--- src/design/ife_pkg.sv ---
package ife_pkg;

	localparam int INSN_W  = 32;
	localparam int DATA_W  = 64;
	localparam int HALF_W  = 32;

	// Big-endian bit positions: position 0 is the most significant bit
	localparam int ABS_TARGET_POS     = 30;
	localparam int SAVE_RETURN_POS    = 31;
	localparam int RECORD_POS         = 31;
	localparam int OV_ENABLE_POS      = 21;
	localparam int CMP_WIDE_POS       = 10;

	localparam int COND_OFF_FIRST     = 16;
	localparam int COND_OFF_LAST      = 29;
	localparam int COND_OFF_W         = 14;
	localparam int LONG_OFF_FIRST     = 6;
	localparam int LONG_OFF_LAST      = 29;
	localparam int LONG_OFF_W         = 24;
	localparam int OFF_PAD_W          = 2;
	localparam int COND_TEST_FIRST    = 11;
	localparam int COND_TEST_LAST     = 15;
	localparam int BR_OPT_FIRST       = 6;
	localparam int BR_OPT_LAST        = 10;
	localparam int COND_SRC1_FIRST    = 11;
	localparam int COND_SRC1_LAST     = 15;
	localparam int COND_SRC2_FIRST    = 16;
	localparam int COND_SRC2_LAST     = 20;
	localparam int COND_DEST_FIRST    = 6;
	localparam int COND_DEST_LAST     = 10;
	localparam int FLD_DEST_FIRST     = 6;
	localparam int FLD_DEST_LAST      = 8;
	localparam int FLD_SRC_FIRST      = 11;
	localparam int FLD_SRC_LAST       = 13;
	localparam int CFMASK_FIRST       = 12;
	localparam int CFMASK_LAST        = 19;
	localparam int LS_DISP_FIRST      = 16;
	localparam int LS_DISP_LAST       = 31;
	localparam int LS_DISP_W          = 16;
	localparam int WORD_OFF_FIRST     = 16;
	localparam int WORD_OFF_LAST      = 29;
	localparam int WORD_OFF_W         = 14;
	localparam int FPMASK_FIRST       = 7;
	localparam int FPMASK_LAST        = 14;
	localparam int FP_SRC1_FIRST      = 11;
	localparam int FP_SRC1_LAST       = 15;
	localparam int FP_SRC2_FIRST      = 16;
	localparam int FP_SRC2_LAST       = 20;
	localparam int FP_SRC3_FIRST      = 21;
	localparam int FP_SRC3_LAST       = 25;
	localparam int FP_DEST_FIRST      = 6;
	localparam int FP_DEST_LAST       = 10;
	localparam int MASK_BEGIN_FIRST   = 21;
	localparam int MASK_BEGIN_LAST    = 25;
	localparam int MASK_STOP_FIRST    = 26;
	localparam int MASK_STOP_LAST     = 30;
	localparam int SEG_FIRST          = 12;
	localparam int SEG_LAST           = 15;
	localparam int SPR_LOW_FIRST      = 11;
	localparam int SPR_LOW_LAST       = 15;
	localparam int SPR_HIGH_FIRST     = 16;
	localparam int SPR_HIGH_LAST      = 20;

	localparam logic [6:0]  ROT_MASK_BIAS = 7'h20;
	localparam logic [63:0] INSN_BYTES    = 64'h4;
	localparam logic        RST_VALID     = 1'h0;

	typedef struct packed {
		logic [4:0]  cond_test_index;
		logic [4:0]  branch_option_field;
		logic [4:0]  cond_src_first;
		logic [4:0]  cond_src_second;
		logic [4:0]  cond_dest_index;
		logic [2:0]  cond_field_dest;
		logic [2:0]  cond_field_src;
		logic [31:0] cond_field_we;
		logic [31:0] fp_field_we;
		logic [4:0]  fp_src_first;
		logic [4:0]  fp_src_second;
		logic [4:0]  fp_src_third;
		logic [4:0]  fp_dest_index;
		logic [63:0] branch_target;
		logic [63:0] return_addr;
		logic        return_addr_we;
		logic [63:0] ls_disp;
		logic [63:0] word_disp;
		logic        word_disp_valid;
		logic        cmp_is_64;
		logic [63:0] rot_mask;
		logic        ov_we;
		logic        ov_value;
		logic        so_value;
		logic        cr_int_we;
		logic [3:0]  cr_int_bits;
		logic        cr_fp_we;
		logic [3:0]  cr_fp_bits;
		logic [3:0]  seg_reg_select;
		logic        seg_valid;
		logic [9:0]  spr_select;
	} ife_out_s;

	// Field pulled from big-endian positions first..last, right aligned
	function automatic logic [31:0] ife_field(input logic [31:0] insn,
		input int first, input int last);
		logic [31:0] m;
		m = 32'((64'h1 << (last - first + 1)) - 64'h1);
		return (insn >> (31 - last)) & m;
	endfunction

	// Sign extension of a w-bit value to 64 bits
	function automatic logic [63:0] ife_sext(input logic [63:0] v,
		input int w);
		logic [63:0] m;
		m = (64'h1 << w) - 64'h1;
		return v[w - 1] ? (v | ~m) : (v & m);
	endfunction

	// Machine width cut: 32-bit mode keeps low word, upper half zero
	function automatic logic [63:0] ife_narrow(input logic [63:0] v,
		input logic wide);
		return wide ? v : {32'h0, v[31:0]};
	endfunction

	// Each field mask bit enables four status bits
	function automatic logic [31:0] ife_expand(input logic [7:0] m);
		logic [31:0] r;
		r = 32'h0;
		for (int i = 0; i < 8; i++) begin
			r[4 * i +: 4] = {4{m[i]}};
		end
		return r;
	endfunction

endpackage

--- src/design/ife_mask_if.sv ---
`timescale 1ns/100ps
`default_nettype none
interface ife_mask_if;
	logic [4:0]  mask_begin;
	logic [4:0]  mask_stop;
	logic [63:0] mask;
	modport gen  (input mask_begin, input mask_stop, output mask);
	modport user (output mask_begin, output mask_stop, input mask);
endinterface
`default_nettype wire

--- src/design/ife_extractor.sv ---
// Behaviour
// - Branch target relative unless absolute bit set
// - 32-bit mode extends offsets to 32 bits
// - Conditional offset bits 16-29, shifted, sign-extended
// - Bits 11-15 select tested condition bit
// - Branch option field from bits 6-10
// - Condition logic sources from 11-15, 16-20
// - Destination condition bit index bits 6-10
// - Field selectors: destination 6-8, source 11-13
// - Condition field mask bits 12-19 enable fields
// - Load/store displacement bits 16-31 sign-extended
// - 64-bit word offset 16-29, shifted, extended
// - FP status mask bits 7-14 enable fields
// - FP register specifiers from fixed positions
// - 64-bit mode compare width from bit 10
// - Long offset bits 6-29, shifted, sign-extended
// - Save return address when bit 31 set
// - Rotate mask ones begin+32 to stop+32
// - Bit 21 enables overflow and summary update
// - Integer record sets bits 0-3
// - FP record copies four status flags
// - 32-bit mode segment index bits 12-15
// - Special register selector from bits 11-20
`timescale 1ns/100ps
`default_nettype none
module ife_extractor (
	input  wire logic                        clk,
	input  wire logic                        resetn,
	input  wire logic                        in_valid,
	input  wire logic [ife_pkg::INSN_W-1:0]  instr_word,
	input  wire logic [ife_pkg::DATA_W-1:0]  instr_addr,
	input  wire logic                        mode_64bit,
	input  wire logic                        is_branch,
	input  wire logic                        use_long_offset,
	input  wire logic                        is_ext_arith,
	input  wire logic                        is_int_record_op,
	input  wire logic                        is_fp_record_op,
	input  wire logic                        is_cond_mask_move,
	input  wire logic                        is_fp_mask_move,
	input  wire logic                        is_compare,
	input  wire logic [ife_pkg::DATA_W-1:0]  int_result,
	input  wire logic                        ov_detect,
	input  wire logic                        so_current,
	input  wire logic                        fp_exc_summary,
	input  wire logic                        fp_enabled_summary,
	input  wire logic                        fp_invalid,
	input  wire logic                        fp_overflow,
	output logic                             out_valid,
	output logic [4:0]                       cond_test_index,
	output logic [4:0]                       branch_option_field,
	output logic [4:0]                       cond_src_first,
	output logic [4:0]                       cond_src_second,
	output logic [4:0]                       cond_dest_index,
	output logic [2:0]                       cond_field_dest,
	output logic [2:0]                       cond_field_src,
	output logic [31:0]                      cond_field_we,
	output logic [31:0]                      fp_field_we,
	output logic [4:0]                       fp_src_first,
	output logic [4:0]                       fp_src_second,
	output logic [4:0]                       fp_src_third,
	output logic [4:0]                       fp_dest_index,
	output logic [ife_pkg::DATA_W-1:0]       branch_target,
	output logic [ife_pkg::DATA_W-1:0]       return_addr,
	output logic                             return_addr_we,
	output logic [ife_pkg::DATA_W-1:0]       ls_disp,
	output logic [ife_pkg::DATA_W-1:0]       word_disp,
	output logic                             word_disp_valid,
	output logic                             cmp_is_64,
	output logic [ife_pkg::DATA_W-1:0]       rot_mask,
	output logic                             ov_we,
	output logic                             ov_value,
	output logic                             so_value,
	output logic                             cr_int_we,
	output logic [3:0]                       cr_int_bits,
	output logic                             cr_fp_we,
	output logic [3:0]                       cr_fp_bits,
	output logic [3:0]                       seg_reg_select,
	output logic                             seg_valid,
	output logic [9:0]                       spr_select
);
	import ife_pkg::*;

	ife_mask_if mif ();

	ife_out_s    out_ff;
	ife_out_s    nxt_out;
	logic        valid_ff;
	logic        nxt_valid;

	logic [31:0] f_cond_off;
	logic [31:0] f_long_off;
	logic [31:0] f_ls;
	logic [31:0] f_word;
	logic [31:0] f_cfmask;
	logic [31:0] f_fpmask;
	logic [31:0] f_spr_lo;
	logic [31:0] f_spr_hi;
	logic [31:0] f_begin;
	logic [31:0] f_stop;
	logic [63:0] disp;
	logic [63:0] base;
	logic [63:0] res;
	logic        so_after;
	logic        lt;
	logic        eq;

	assign f_begin = ife_field(instr_word, MASK_BEGIN_FIRST, MASK_BEGIN_LAST);
	assign f_stop  = ife_field(instr_word, MASK_STOP_FIRST, MASK_STOP_LAST);
	assign mif.mask_begin = f_begin[4:0];
	assign mif.mask_stop  = f_stop[4:0];

	ife_rot_mask u_rot (
		.m (mif.gen)
	);

	always_comb begin
		nxt_valid = in_valid;
		nxt_out   = out_ff;
		f_cond_off = ife_field(instr_word, COND_OFF_FIRST, COND_OFF_LAST);
		f_long_off = ife_field(instr_word, LONG_OFF_FIRST, LONG_OFF_LAST);
		f_ls       = ife_field(instr_word, LS_DISP_FIRST, LS_DISP_LAST);
		f_word     = ife_field(instr_word, WORD_OFF_FIRST, WORD_OFF_LAST);
		f_cfmask   = ife_field(instr_word, CFMASK_FIRST, CFMASK_LAST);
		f_fpmask   = ife_field(instr_word, FPMASK_FIRST, FPMASK_LAST);
		f_spr_lo   = ife_field(instr_word, SPR_LOW_FIRST, SPR_LOW_LAST);
		f_spr_hi   = ife_field(instr_word, SPR_HIGH_FIRST, SPR_HIGH_LAST);

		// Branch displacement choice
		if (use_long_offset) begin
			disp = ife_sext({38'h0, f_long_off[23:0], 2'h0},
				LONG_OFF_W + OFF_PAD_W);
		end else begin
			disp = ife_sext({48'h0, f_cond_off[13:0], 2'h0},
				COND_OFF_W + OFF_PAD_W);
		end
		base = instr_word[31 - ABS_TARGET_POS] ? 64'h0 : instr_addr;

		// Integer result as signed quantity at machine width
		res = mode_64bit ? int_result :
			ife_sext({32'h0, int_result[31:0]}, HALF_W);
		lt  = res[63];
		eq  = (res == 64'h0);
		so_after = so_current;
		if (is_ext_arith && instr_word[31 - OV_ENABLE_POS]) begin
			so_after = so_current | ov_detect;
		end

		if (in_valid) begin
			nxt_out.cond_test_index = 5'(ife_field(instr_word,
				COND_TEST_FIRST, COND_TEST_LAST));
			nxt_out.branch_option_field = 5'(ife_field(instr_word,
				BR_OPT_FIRST, BR_OPT_LAST));
			nxt_out.cond_src_first = 5'(ife_field(instr_word,
				COND_SRC1_FIRST, COND_SRC1_LAST));
			nxt_out.cond_src_second = 5'(ife_field(instr_word,
				COND_SRC2_FIRST, COND_SRC2_LAST));
			nxt_out.cond_dest_index = 5'(ife_field(instr_word,
				COND_DEST_FIRST, COND_DEST_LAST));
			nxt_out.cond_field_dest = 3'(ife_field(instr_word,
				FLD_DEST_FIRST, FLD_DEST_LAST));
			nxt_out.cond_field_src = 3'(ife_field(instr_word,
				FLD_SRC_FIRST, FLD_SRC_LAST));
			nxt_out.cond_field_we = is_cond_mask_move ?
				ife_expand(f_cfmask[7:0]) : 32'h0;
			nxt_out.fp_field_we = is_fp_mask_move ?
				ife_expand(f_fpmask[7:0]) : 32'h0;
			nxt_out.fp_src_first = 5'(ife_field(instr_word,
				FP_SRC1_FIRST, FP_SRC1_LAST));
			nxt_out.fp_src_second = 5'(ife_field(instr_word,
				FP_SRC2_FIRST, FP_SRC2_LAST));
			nxt_out.fp_src_third = 5'(ife_field(instr_word,
				FP_SRC3_FIRST, FP_SRC3_LAST));
			nxt_out.fp_dest_index = 5'(ife_field(instr_word,
				FP_DEST_FIRST, FP_DEST_LAST));
			nxt_out.branch_target = ife_narrow(base + disp,
				mode_64bit);
			nxt_out.return_addr = ife_narrow(instr_addr + INSN_BYTES,
				mode_64bit);
			nxt_out.return_addr_we = is_branch &&
				instr_word[31 - SAVE_RETURN_POS];
			nxt_out.ls_disp = ife_narrow(ife_sext({48'h0, f_ls[15:0]},
				LS_DISP_W), mode_64bit);
			nxt_out.word_disp = mode_64bit ?
				ife_sext({48'h0, f_word[13:0], 2'h0},
				WORD_OFF_W + OFF_PAD_W) : 64'h0;
			nxt_out.word_disp_valid = mode_64bit;
			nxt_out.cmp_is_64 = is_compare && mode_64bit &&
				instr_word[31 - CMP_WIDE_POS];
			nxt_out.rot_mask = ife_narrow(mif.mask, mode_64bit);
			nxt_out.ov_we = is_ext_arith &&
				instr_word[31 - OV_ENABLE_POS];
			nxt_out.ov_value = ov_detect;
			nxt_out.so_value = so_after;
			nxt_out.cr_int_we = is_int_record_op &&
				instr_word[31 - RECORD_POS];
			nxt_out.cr_int_bits = {lt, ~lt & ~eq, eq, so_after};
			nxt_out.cr_fp_we = is_fp_record_op &&
				instr_word[31 - RECORD_POS];
			nxt_out.cr_fp_bits = {fp_exc_summary, fp_enabled_summary,
				fp_invalid, fp_overflow};
			nxt_out.seg_reg_select = 4'(ife_field(instr_word,
				SEG_FIRST, SEG_LAST));
			nxt_out.seg_valid = ~mode_64bit;
			nxt_out.spr_select = {f_spr_hi[4:0], f_spr_lo[4:0]};
		end
	end

	always_ff @(posedge clk or negedge resetn) begin
		if (!resetn) begin
			valid_ff <= RST_VALID;
			out_ff   <= '0;
		end else begin
			valid_ff <= nxt_valid;
			out_ff   <= nxt_out;
		end
	end

	assign out_valid           = valid_ff;
	assign cond_test_index     = out_ff.cond_test_index;
	assign branch_option_field = out_ff.branch_option_field;
	assign cond_src_first      = out_ff.cond_src_first;
	assign cond_src_second     = out_ff.cond_src_second;
	assign cond_dest_index     = out_ff.cond_dest_index;
	assign cond_field_dest     = out_ff.cond_field_dest;
	assign cond_field_src      = out_ff.cond_field_src;
	assign cond_field_we       = out_ff.cond_field_we;
	assign fp_field_we         = out_ff.fp_field_we;
	assign fp_src_first        = out_ff.fp_src_first;
	assign fp_src_second       = out_ff.fp_src_second;
	assign fp_src_third        = out_ff.fp_src_third;
	assign fp_dest_index       = out_ff.fp_dest_index;
	assign branch_target       = out_ff.branch_target;
	assign return_addr         = out_ff.return_addr;
	assign return_addr_we      = out_ff.return_addr_we;
	assign ls_disp             = out_ff.ls_disp;
	assign word_disp           = out_ff.word_disp;
	assign word_disp_valid     = out_ff.word_disp_valid;
	assign cmp_is_64           = out_ff.cmp_is_64;
	assign rot_mask            = out_ff.rot_mask;
	assign ov_we               = out_ff.ov_we;
	assign ov_value            = out_ff.ov_value;
	assign so_value            = out_ff.so_value;
	assign cr_int_we           = out_ff.cr_int_we;
	assign cr_int_bits         = out_ff.cr_int_bits;
	assign cr_fp_we            = out_ff.cr_fp_we;
	assign cr_fp_bits          = out_ff.cr_fp_bits;
	assign seg_reg_select      = out_ff.seg_reg_select;
	assign seg_valid           = out_ff.seg_valid;
	assign spr_select          = out_ff.spr_select;
endmodule
`default_nettype wire

--- src/design/ife_rot_mask.sv ---
`timescale 1ns/100ps
`default_nettype none
module ife_rot_mask (
	ife_mask_if.gen m
);
	import ife_pkg::*;

	logic [6:0] lo;
	logic [6:0] hi;

	assign lo = {2'h0, m.mask_begin} + ROT_MASK_BIAS;
	assign hi = {2'h0, m.mask_stop} + ROT_MASK_BIAS;

	// Ones from begin+32 to stop+32, wrapping when begin is past stop
	genvar j;
	generate
		for (j = 0; j < 64; j++) begin : g_bit
			localparam logic [6:0] POS = 7'(63 - j);
			assign m.mask[j] = (lo <= hi) ?
				((POS >= lo) && (POS <= hi)) :
				((POS >= lo) || (POS <= hi));
		end
	endgenerate
endmodule
`default_nettype wire

--- config.mk ---
export PLATFORM = sky130hd
export DESIGN_NAME = ife_extractor
export DESIGN_NICKNAME = d
export VERILOG_FILES = /design/src/design/ife_pkg.sv /design/src/design/ife_mask_if.sv /design/src/design/ife_extractor.sv /design/src/design/ife_rot_mask.sv
export SDC_FILE = /design/constraint.sdc
export NUM_CORES = 1
export LEC_CHECK = 0
export ABC_CLOCK_PERIOD_IN_PS = 2750
export BUFFER_PORTS_ARGS = -buffer_cell sky130_fd_sc_hd__buf_2
export CAP_MARGIN = 20
export CORE_AREA = 2 2 252 254
export DETAILED_ROUTE_END_ITERATION = 12
export DIE_AREA = 0 0 254 256
export GPL_ROUTABILITY_DRIVEN = 0
export PLACE_DENSITY = 0.55
export SYNTH_ARGS = -nofsm -noshare
export SYNTH_HDL_FRONTEND = slang
export SYNTH_SLANG_ARGS = --single-unit
--- constraint.sdc ---
create_clock -name clk -period 2.75 [get_ports clk]
set_clock_uncertainty 0.1 [all_clocks]
set_input_delay 0.275 -clock clk [delete_from_list [all_inputs] [get_ports clk]]
set_output_delay 0.275 -clock clk [all_outputs]
set_load 0.01 [all_outputs]
Yosys cells after proc, flatten, opt, wreduce, memory -nomap -nowiden

Index checks and enable logic that the tools add are counted.

Input port bits: 178
Word-level logic and storage cells: 379
Output and inout port bits: 467
Bits in registers: 442

Add/subtract/negate cells: 4
Reduce and logical (&&, ||, !) cells: 135
Muxes and demuxes: 79
Bitwise logic cells: 5
Order comparisons: 129

Operator list:

| cell                  | count |
|---|---|
| $mux 64               | 12 |
| $ge 6x7->1 const A    | 32 |
| $le 6x7->1 const A    | 32 |
| $ge 5x7->1 const A    | 16 |
| $le 5x7->1 const A    | 16 |
| $logic_and 1x1->1     | 70 |
| $mux 1                | 65 |
| $add 64x3->64 const B | 1 |
| $add 64x64->64        | 1 |
| $logic_not 64->1      | 1 |
| $logic_or 1x1->1      | 64 |
| $mux 32               | 2 |
| $ge 4x7->1 const A    | 8 |
| $le 4x7->1 const A    | 8 |
| $ge 3x7->1 const A    | 4 |
| $le 3x7->1 const A    | 4 |
| $add 5x6->7 const B   | 2 |
| $ge 1x7->1 const A    | 2 |
| $ge 2x7->1 const A    | 2 |
| $le 1x7->1 const A    | 2 |
| $le 2x7->1 const A    | 2 |
| $le 7x7->1            | 1 |
| $not 1->1             | 3 |
| $and 1x1->1           | 1 |
| $or 1x1->1            | 1 |

Logic depth before layout (Yosys ltp)

Gate-level depths: netlist of run 1.

Depth in word-level cells: 5
Depth in mapped cells: 15
Gate-level depth less buffers: 13

By module

A second synthesis of run 1 with hierarchy kept.

Cell total of the unflattened synthesis: 2011
Area, all modules: 18241.2 um^2

Modules (own cells, without submodules):

| module        | area an instance (um^2) | cells each | instances | sequential area each (um^2) |
|---|---|---|---|---|
| ife_extractor | 17002.6                 | 1835       | 1         | 6631.4 |
| ife_rot_mask  | 1238.7                  | 176        | 1         | 0.0 |

Worst setup path after synthesis of run 1

Ideal clock, no wire load.

Path type: in2reg
Start point: input use_long_offset
End point: register out_ff, in the netlist branch_target[58]
Stages on the path: 14
Arrival time: 3.985 ns
Path slack: -1.466 ns
Path buffers: 2
Required time: 2.518 ns
Library setup time: 0.132 ns
Cells stage by stage: nand2b_1 > clkbuf_1 > nand2_1 > ha_1 > clkbuf_1 > nand4_1 > or3_1 > o221ai_1 > o21ai_2 > o41ai_4 > a31oi_2 > o31ai_1 > xnor2_1 > o2bb2ai_1

Word-level cells in the longest chain between the ends: 3

Ends and longest elaborated chain:

| what                 | RTL line             | text |
|---|---|---|
| from (decl)          | ife_extractor.sv:34  | `input wire logic use_long_offset,` |
| $mux 64              | ife_extractor.sv:129 | `if (use_long_offset) begin` |
| $add 64x64->64       | ife_extractor.sv:175 | `nxt_out.branch_target = ife_narrow(base + disp,` |
| $mux 64              | ife_pkg.sv:121       | `return wide ? v : {32'h0, v[31:0]};` |
| to (signal assigned) | ife_extractor.sv:214 | `out_ff <= nxt_out;` |
| to (decl)            | ife_extractor.sv:85  | `ife_out_s out_ff;` |

Every way passes these cells.
A chain may end at the register's enable or synchronous reset.

Worst setup path after layout of run 1

Same ends and word-level chain as after synthesis.

==> results of run 1 <==
-- metrics by stage --
step	hold slack, ps	setup WS, ps	utilization	instance area, µm²	std cells
final	12.00	-53.73	0.3852	24030	3485
after global routing	13.12	-150.5	0.3851	24030	3482
after floorplan	-120.6	-565.8	-	16630	1836
after detailed placement	82.49	-866.9	0.3407	21260	3319
after global placement	81.15	-783.5	0.3407	21260	3319
after CTS	3.348	-50.64	0.3747	23370	3467
-- registers in the layout (all words and copies together), names as in the netlist --
name,flops
branch_target,64
cond_field_we,8
word_disp,13
branch_option_field,2
ov_value,1
cr_fp_we,1
ls_disp,13
spr_select,9
seg_valid,1
return_addr,64
cr_int_bits,4
out_valid,1
return_addr_we,1
cr_int_we,1
word_disp_valid,1
cond_field_dest,3
fp_field_we,8
cmp_is_64,1
rot_mask,33
cr_fp_bits,4
ov_we,1
-- critical path: stages --
cell	delay (ps)
buf_8	90
nand2b_4	180
nand2_8	100
buf_12	160
ha_4	260
nand4_1	140
or3_4	450
a2111oi_4	290
o21ai_4	120
o41ai_4	350
a31oi_4	190
o31ai_2	300
xnor2_1	150
o2bb2ai_1	90
-- power breakdown --
part	total, mW	switching, mW	internal, mW
Combinational	4.24	2.29	1.95
Clock	4.50	1.70	2.80
Sequential	4.21	0.342	3.87
Total	13.0	4.34	8.62
-- final cells by class --
cell class / count / share of cell area
multi-input combinational: 1201 / 0.3673
antenna: 3 / 0.0003124
sequential: 234 / 0.2437
clock buffer: 38 / 0.03462
tap: 846 / 0.04404
inverter: 75 / 0.01171
timing repair buffer: 1069 / 0.2864
clock inverter: 19 / 0.01192
-- cell families after synthesis --
| kind of cell | Yosys count |
|---|---|
| AOI/OAI and AO/OA | 457 |
| xor gates and xnor gates | 117 |
| adders and majority gates | 78 |
| buffers and inverters | 402 |
| DFF | 234 |
| muxes | 67 |
| other | 1 |
| and+or+nand+nor | 479 |
-- cells in the final DEF (no fill, tap or decap), drive strengths merged, types with 10 or more instances in the layout --
| master | Yosys | routed |
|---|---|---|
| o2bb2ai | 68 | 68 |
| a31oi | 16 | 16 |
| clkbuf | 88 | 42 |
| nand4 | 30 | 30 |
| o31ai | 10 | 10 |
| ha | 67 | 67 |
| a21oi | 144 | 144 |
| o21bai | 19 | 19 |
| mux2 | 66 | 66 |
| nand3 | 68 | 68 |
| a211oi | 10 | 10 |
| xor2 | 58 | 58 |
| maj3 | 10 | 10 |
| o21a | 10 | 10 |
| inv | 73 | 74 |
| nand2 | 121 | 121 |
| dlygate4sd3 | 0 | 76 |
| a21o | 29 | 29 |
| dfrtp | 234 | 234 |
| buf | 239 | 989 |
| nor3 | 10 | 10 |
| o21ai | 99 | 99 |
| and3 | 13 | 13 |
| xnor2 | 59 | 59 |
| nor2b | 71 | 71 |
| nor4 | 23 | 23 |
| nor2 | 111 | 111 |
-- layer usage --
layer	vias to the layer above	routed length [µm]	GRT usage
met5	-	23	0
met4	4	1823	0.05278
met3	92	4433	0.03753
met2	556	33460	0.3430
met1	7868	29050	0.2524
li1	7772	-	-
-- timing repair --
action                     in CTS  in global routing
hold endpoints to repair      315                  0
setup endpoints to repair      20                 38
resized for setup              27                117
pin swaps                      23                 46
hold buffers                   77                  0
gates cloned                    1                  3
setup buffers                  13                 15
-- worst min path at each step --
stage	start	endpoint	slack, ps	depth (start not counted)
2_1_floorplan	resetn	branch_option_field[0]$_DFFE_PN0P_	-120	0
4_1_cts	instr_addr[18]	return_addr[18]$_DFFE_PN0P_	3	4
3_5_place_dp	resetn	return_addr[46]$_DFFE_PN0P_	80	1
3_3_place_gp	resetn	return_addr[46]$_DFFE_PN0P_	80	1
6_report	instr_word[15]	ls_disp[62]$_DFFE_PN0P_	10	4
5_1_grt	instr_word[15]	ls_disp[31]$_DFFE_PN0P_	10	3
==> results.py, run 1 <==
metrics = {
    "grt": {
        "grt_start_max_net_pins": 126,
        "grt_pass1_vias": 16070,
        "track_usage": 0.1988,
        "grt_pass1_wl_mm": 99.79,
        "grt_antenna_before_repair": 8,
        "gr-total-overflow": 0,
    },
    "setup_path": {
        "r2r_end": "ls_disp[62]$_DFFE_PN0P_",
        "path_class": "in2reg",
        "startpoint_type": "input pin",
        "cp_data_arrival_time_ps": 3160,
        "crit_fanout": 6,
        "r2r_setup_slack_ps": 1290,
        "cp-startpoint": "use_long_offset",
        "regToRegStartpoint": "ls_disp[62]$_DFFE_PN0P_",
        "r2r.worst_path.cells": 2,
        "end_kind": "flop",
        "cp-endpoint": "branch_target[58]$_DFFE_PN0P_",
        "cp.required_ps": 3110,
    },
    "logic_synthesis": {
        "synth-seq-cells": 234,
        "ys_seq_area_frac": 0.3587,
        "synth_cell_types": 65,
        "synthAdderAreaFrac": 0.05871,
        "synthTopCellsByCount": "dfrtp_1, buf_4, a21oi_1",
        "synth_compound_area_frac": 0.1839,
        "netlist_instances": 1835,
        "synth_top_family_by_area": "compound AO/OA/AOI/OAI gates",
        "syn_avg_cell_area_um2": 8.897,
        "synth_edf_count": 0,
        "synth-simple-area-share": 0.1434,
        "synth_most_common_cell": "dfrtp_1",
        "synth_warnings": 0,
        "syn_area_um2": 16330,
        "yosys.area.top_type_share": 0.3587,
        "synth_top_area_cell": "dfrtp_1",
        "synth_xor_area_frac": 0.06277,
        "ys.flop_type": "dfrtp_1",
        "yosys-top-cells-area": "dfrtp_1, buf_4, ha_1",
        "muxShareOfSynthArea": 0.04614,
        "async_reset_ff_frac": 1.000,
    },
    "cts": {
        "root_buffer": "clkbuf_16",
        "clock_path_buffers": 3,
        "cts_tree": "done",
        "htreeDepth": 1,
        "cts.sinks": 234,
        "clk_pin_slew_ps": 60,
        "worstSkewPairLatency_ps": 570,
        "numCtsBuffers": 31,
    },
    "timing": {
        "max_slew.worst_pin.slew_ps": 1036,
        "rsz0062_at_grt": "true",
        "finalCritPeriodShare": 1.020,
        "fin_setup_tns_ps": -160.2,
        "fin_crit_ps": 2804,
        "layout_setup_ws_ps": -53.73,
        "finalHoldViolCount": 0,
        "slew_headroom": 0.3097,
        "final_max_slew_viol_count": 0,
        "fmax_mhz": 356.7,
        "final-setup-viol-count": 4,
    },
    "route": {
        "dr.pass1.iters": 5,
        "routed_wl_mm": 68.78,
        "via_per_inst": 4.675,
        "drt-initial-drc-count": 975,
        "routedWlPerCell_um": 19.74,
        "drc_errors": 0,
        "postRouteAntennaNets": 0,
        "vias": 16290,
    },
    "job": {
        "drv_cap": 0,
    },
    "worst_hold_path": {
        "hold_class": "in2reg",
    },
    "final_layout": {
        "regArea_um2": 5857,
        "multi_input_area_um2": 8827,
        "layout-drive-gt1-share": 0.4712,
        "nets": 2858,
        "synthToLayoutAreaGrowth_pct": 47.21,
        "nFillCells": 6352,
    },
    "floorplan": {
        "ios": 645,
        "core_um2": 62390,
        "dieArea_um2": 65020,
        "die_w_um": 254,
        "die_h_um": 256,
        "rows": 92,
        "start_util": 0.2617,
    },
    "place": {
        "io_buffers": 636,
        "hpwl_mm": 52.84,
    },
    "power_and_ir_drop": {
        "p_leak_nw": 11.63,
        "finalPower_mw": 12.95,
        "cellPowerDensity_nw_per_um2": 539.0,
        "irDropWorstVdd_v": 0.0004054,
    },
    "run_status": {
        "outcome": "complete, but fails checks",
        "failed_checks": "setup timing",
    },
}
No activity file was read; power rests on OpenSTA's default activity.
==> run 2: changes to the inputs <==
Settings changed: SETUP_SLACK_MARGIN set to 0.4.
==> results.py, run 2 (synthesis results as in run 1) <==
metrics = {
    "cts": {
        "cts_tree": "done",
        "clk_pin_slew_ps": 60,
        "cts.sinks": 234,
        "root_buffer": "clkbuf_16",
        "clock_path_buffers": 3,
        "htreeDepth": 1,
        "worstSkewPairLatency_ps": 590,
        "numCtsBuffers": 31,
    },
    "worst_hold_path": {
        "hold_class": "in2reg",
        "holdCritStartpoint": "instr_word[19]",
        "holdPathStages": 4,
        "whs_endpoint": "cond_field_we[30]$_DFFE_PN0P_",
    },
    "final_layout": {
        "stdcell_count": 3507,
        "utilization": 0.4001,
        "layout_common_cells": "buf_2, buf_4, dfrtp_1",
        "final_common_cell": "buf_2",
        "synthToLayoutAreaGrowth_pct": 52.92,
        "layout-drive-gt1-share": 0.5040,
        "nets": 2885,
    },
    "setup_path": {
        "path_class": "in2reg",
        "worstPathCellList": "buf_8, buf_12, nand2_8, nand2_8, ha_4, nand4_1, or3_4, a2111oi_4, o21ai_4, o41ai_4, a31oi_4, o31ai_2, xnor2_1, o2bb2ai_1",
        "cp_data_arrival_time_ps": 3170,
        "end_kind": "flop",
        "regToRegStartpoint": "rot_mask[62]$_DFFE_PN0P_",
        "cp.required_ps": 3120,
        "r2r_setup_slack_ps": 1550,
        "cpMostUsedCell": "nand2_8",
        "r2r_end": "rot_mask[62]$_DFFE_PN0P_",
        "cpPeakStageDelay_ps": 450,
        "crit_fanout": 8,
        "r2r.worst_path.cells": 1,
        "path_delay_family": "compound AO/OA/AOI/OAI gates",
        "path_buf_inv": 2,
        "cpMaxStageDelayCell": "or3_4",
        "startpoint_type": "input pin",
    },
    "timing": {
        "layout_setup_ws_ps": -57.12,
        "fmax_mhz": 356.2,
        "fin_setup_tns_ps": -227.5,
        "finalHoldViolCount": 0,
        "final-setup-viol-count": 6,
        "rsz0062_at_grt": "true",
        "fin_crit_ps": 2807,
        "slew_headroom": 0.4297,
        "holdWs_ps": 34.73,
        "final_max_slew_viol_count": 0,
        "max_slew.worst_pin.slew_ps": 855.5,
        "finalCritPeriodShare": 1.021,
    },
    "route": {
        "dr.pass1.iters": 6,
        "routed_wl_mm": 69.75,
        "postRouteAntennaNets": 0,
        "drc_errors": 0,
        "vias": 16620,
        "drt-initial-drc-count": 991,
        "via_per_inst": 4.739,
        "routedWlPerCell_um": 19.89,
    },
    "grt": {
        "gr-total-overflow": 0,
        "grt_antenna_before_repair": 9,
        "grt_pass1_vias": 16740,
        "grt_pass1_wl_mm": 102.2,
        "track_usage": 0.2039,
        "grt_start_max_net_pins": 107,
    },
    "run_status": {
        "failed_checks": "setup timing",
        "outcome": "complete, but fails checks",
    },
    "power_and_ir_drop": {
        "p_leak_nw": 12.02,
        "irDropWorstVdd_v": 0.0004185,
        "finalPower_mw": 12.68,
        "cellPowerDensity_nw_per_um2": 507.9,
    },
    "floorplan": {
        "rows": 92,
        "core_um2": 62390,
        "ios": 645,
        "die_h_um": 256,
        "die_w_um": 254,
        "dieArea_um2": 65020,
        "start_util": 0.2617,
    },
    "job": {
        "drv_cap": 0,
    },
    "place": {
        "dp_cells": 3326,
        "hpwl_mm": 52.73,
        "io_buffers": 636,
    },
}
-- run 2: cell count changes in the layout (fill, tap and decap cells not counted), moves of 12 or more --
cell | previous run | this run
a21oi_2 | 20 | 34
mux2_2 | 66 | 54
mux2_4 | 0 | 12
buf_6 | 8 | 34
xnor2_1 | 59 | 45
a21oi_1 | 122 | 103
-- run 2: layer usage --
layer / part of all wire / up-vias / GRT usage
li1: - / 7841 / -
met1: 0.41 / 8052 / 0.2491
met2: 0.49 / 626 / 0.3582
met3: 0.072 / 93 / 0.04556
met4: 0.025 / 8 / 0.05408
met5: 0.00069 / - / 0
-- run 2: report_power, final --
group | switching, mW | internal [mW] | leakage (nW)
sequential | 0.328 | 3.87 | 2.86
clock | 1.64 | 2.26 | 0.462
combinational | 2.43 | 2.15 | 8.69
total | 4.39 | 8.29 | 12.0
-- run 2: how the worst max path moves through the flow --
stage | depth (start not counted) | slack, ps | start | to
floorplan | 15 | -570 | instr_word[1] | branch_target[62]$_DFFE_PN0P_
detailed placement | 14 | -890 | instr_addr[2] | branch_target[62]$_DFFE_PN0P_
global placement | 14 | -780 | instr_word[1] | branch_target[62]$_DFFE_PN0P_
global route | 14 | -140 | use_long_offset | branch_target[58]$_DFFE_PN0P_
CTS | 14 | -80 | instr_word[1] | branch_target[62]$_DFFE_PN0P_
finish | 14 | -60 | use_long_offset | branch_target[58]$_DFFE_PN0P_
-- run 2: final cells by class --
| type | instances | area [µm²] |
|---|---|---|
| Multi-Input combinational cell | 1200 | 9572 |
| Timing Repair Buffer | 1097 | 7233 |
| Fill cell | 6176 | 37420 |
| Clock inverter | 9 | 86.33 |
| Tap cell | 846 | 1059 |
| Inverter | 75 | 284.0 |
| Antenna cell | 6 | 15.01 |
| Sequential cell | 234 | 5857 |
| Clock buffer | 40 | 859.6 |
-- run 2: worst min-delay path: cells and delay by family --
family	cells	cell delay [ps]
buffers and inverters	2	270
AOI/OAI and AO/OA	1	60
and+or+nand+nor	1	60
-- run 2: what timing repair did --
item,4_1_cts,5_1_grt
hold buffers,78,0
endpoints found under the setup margin,48,72
gates resized for setup,182,103
pin swaps,84,72
endpoints found under the hold margin,161,0
gates cloned,2,0
buffers inserted,26,20
-- run 2: per-stage QoR --
step,cell area (µm²),setup WS (ps)
2_1_floorplan,16700,-565.8
3_3_place_gp,21390,-775.2
3_5_place_dp,21390,-894.8
4_1_cts,24280,-83.57
5_1_grt,24950,-142.1
6_report,24970,-57.12
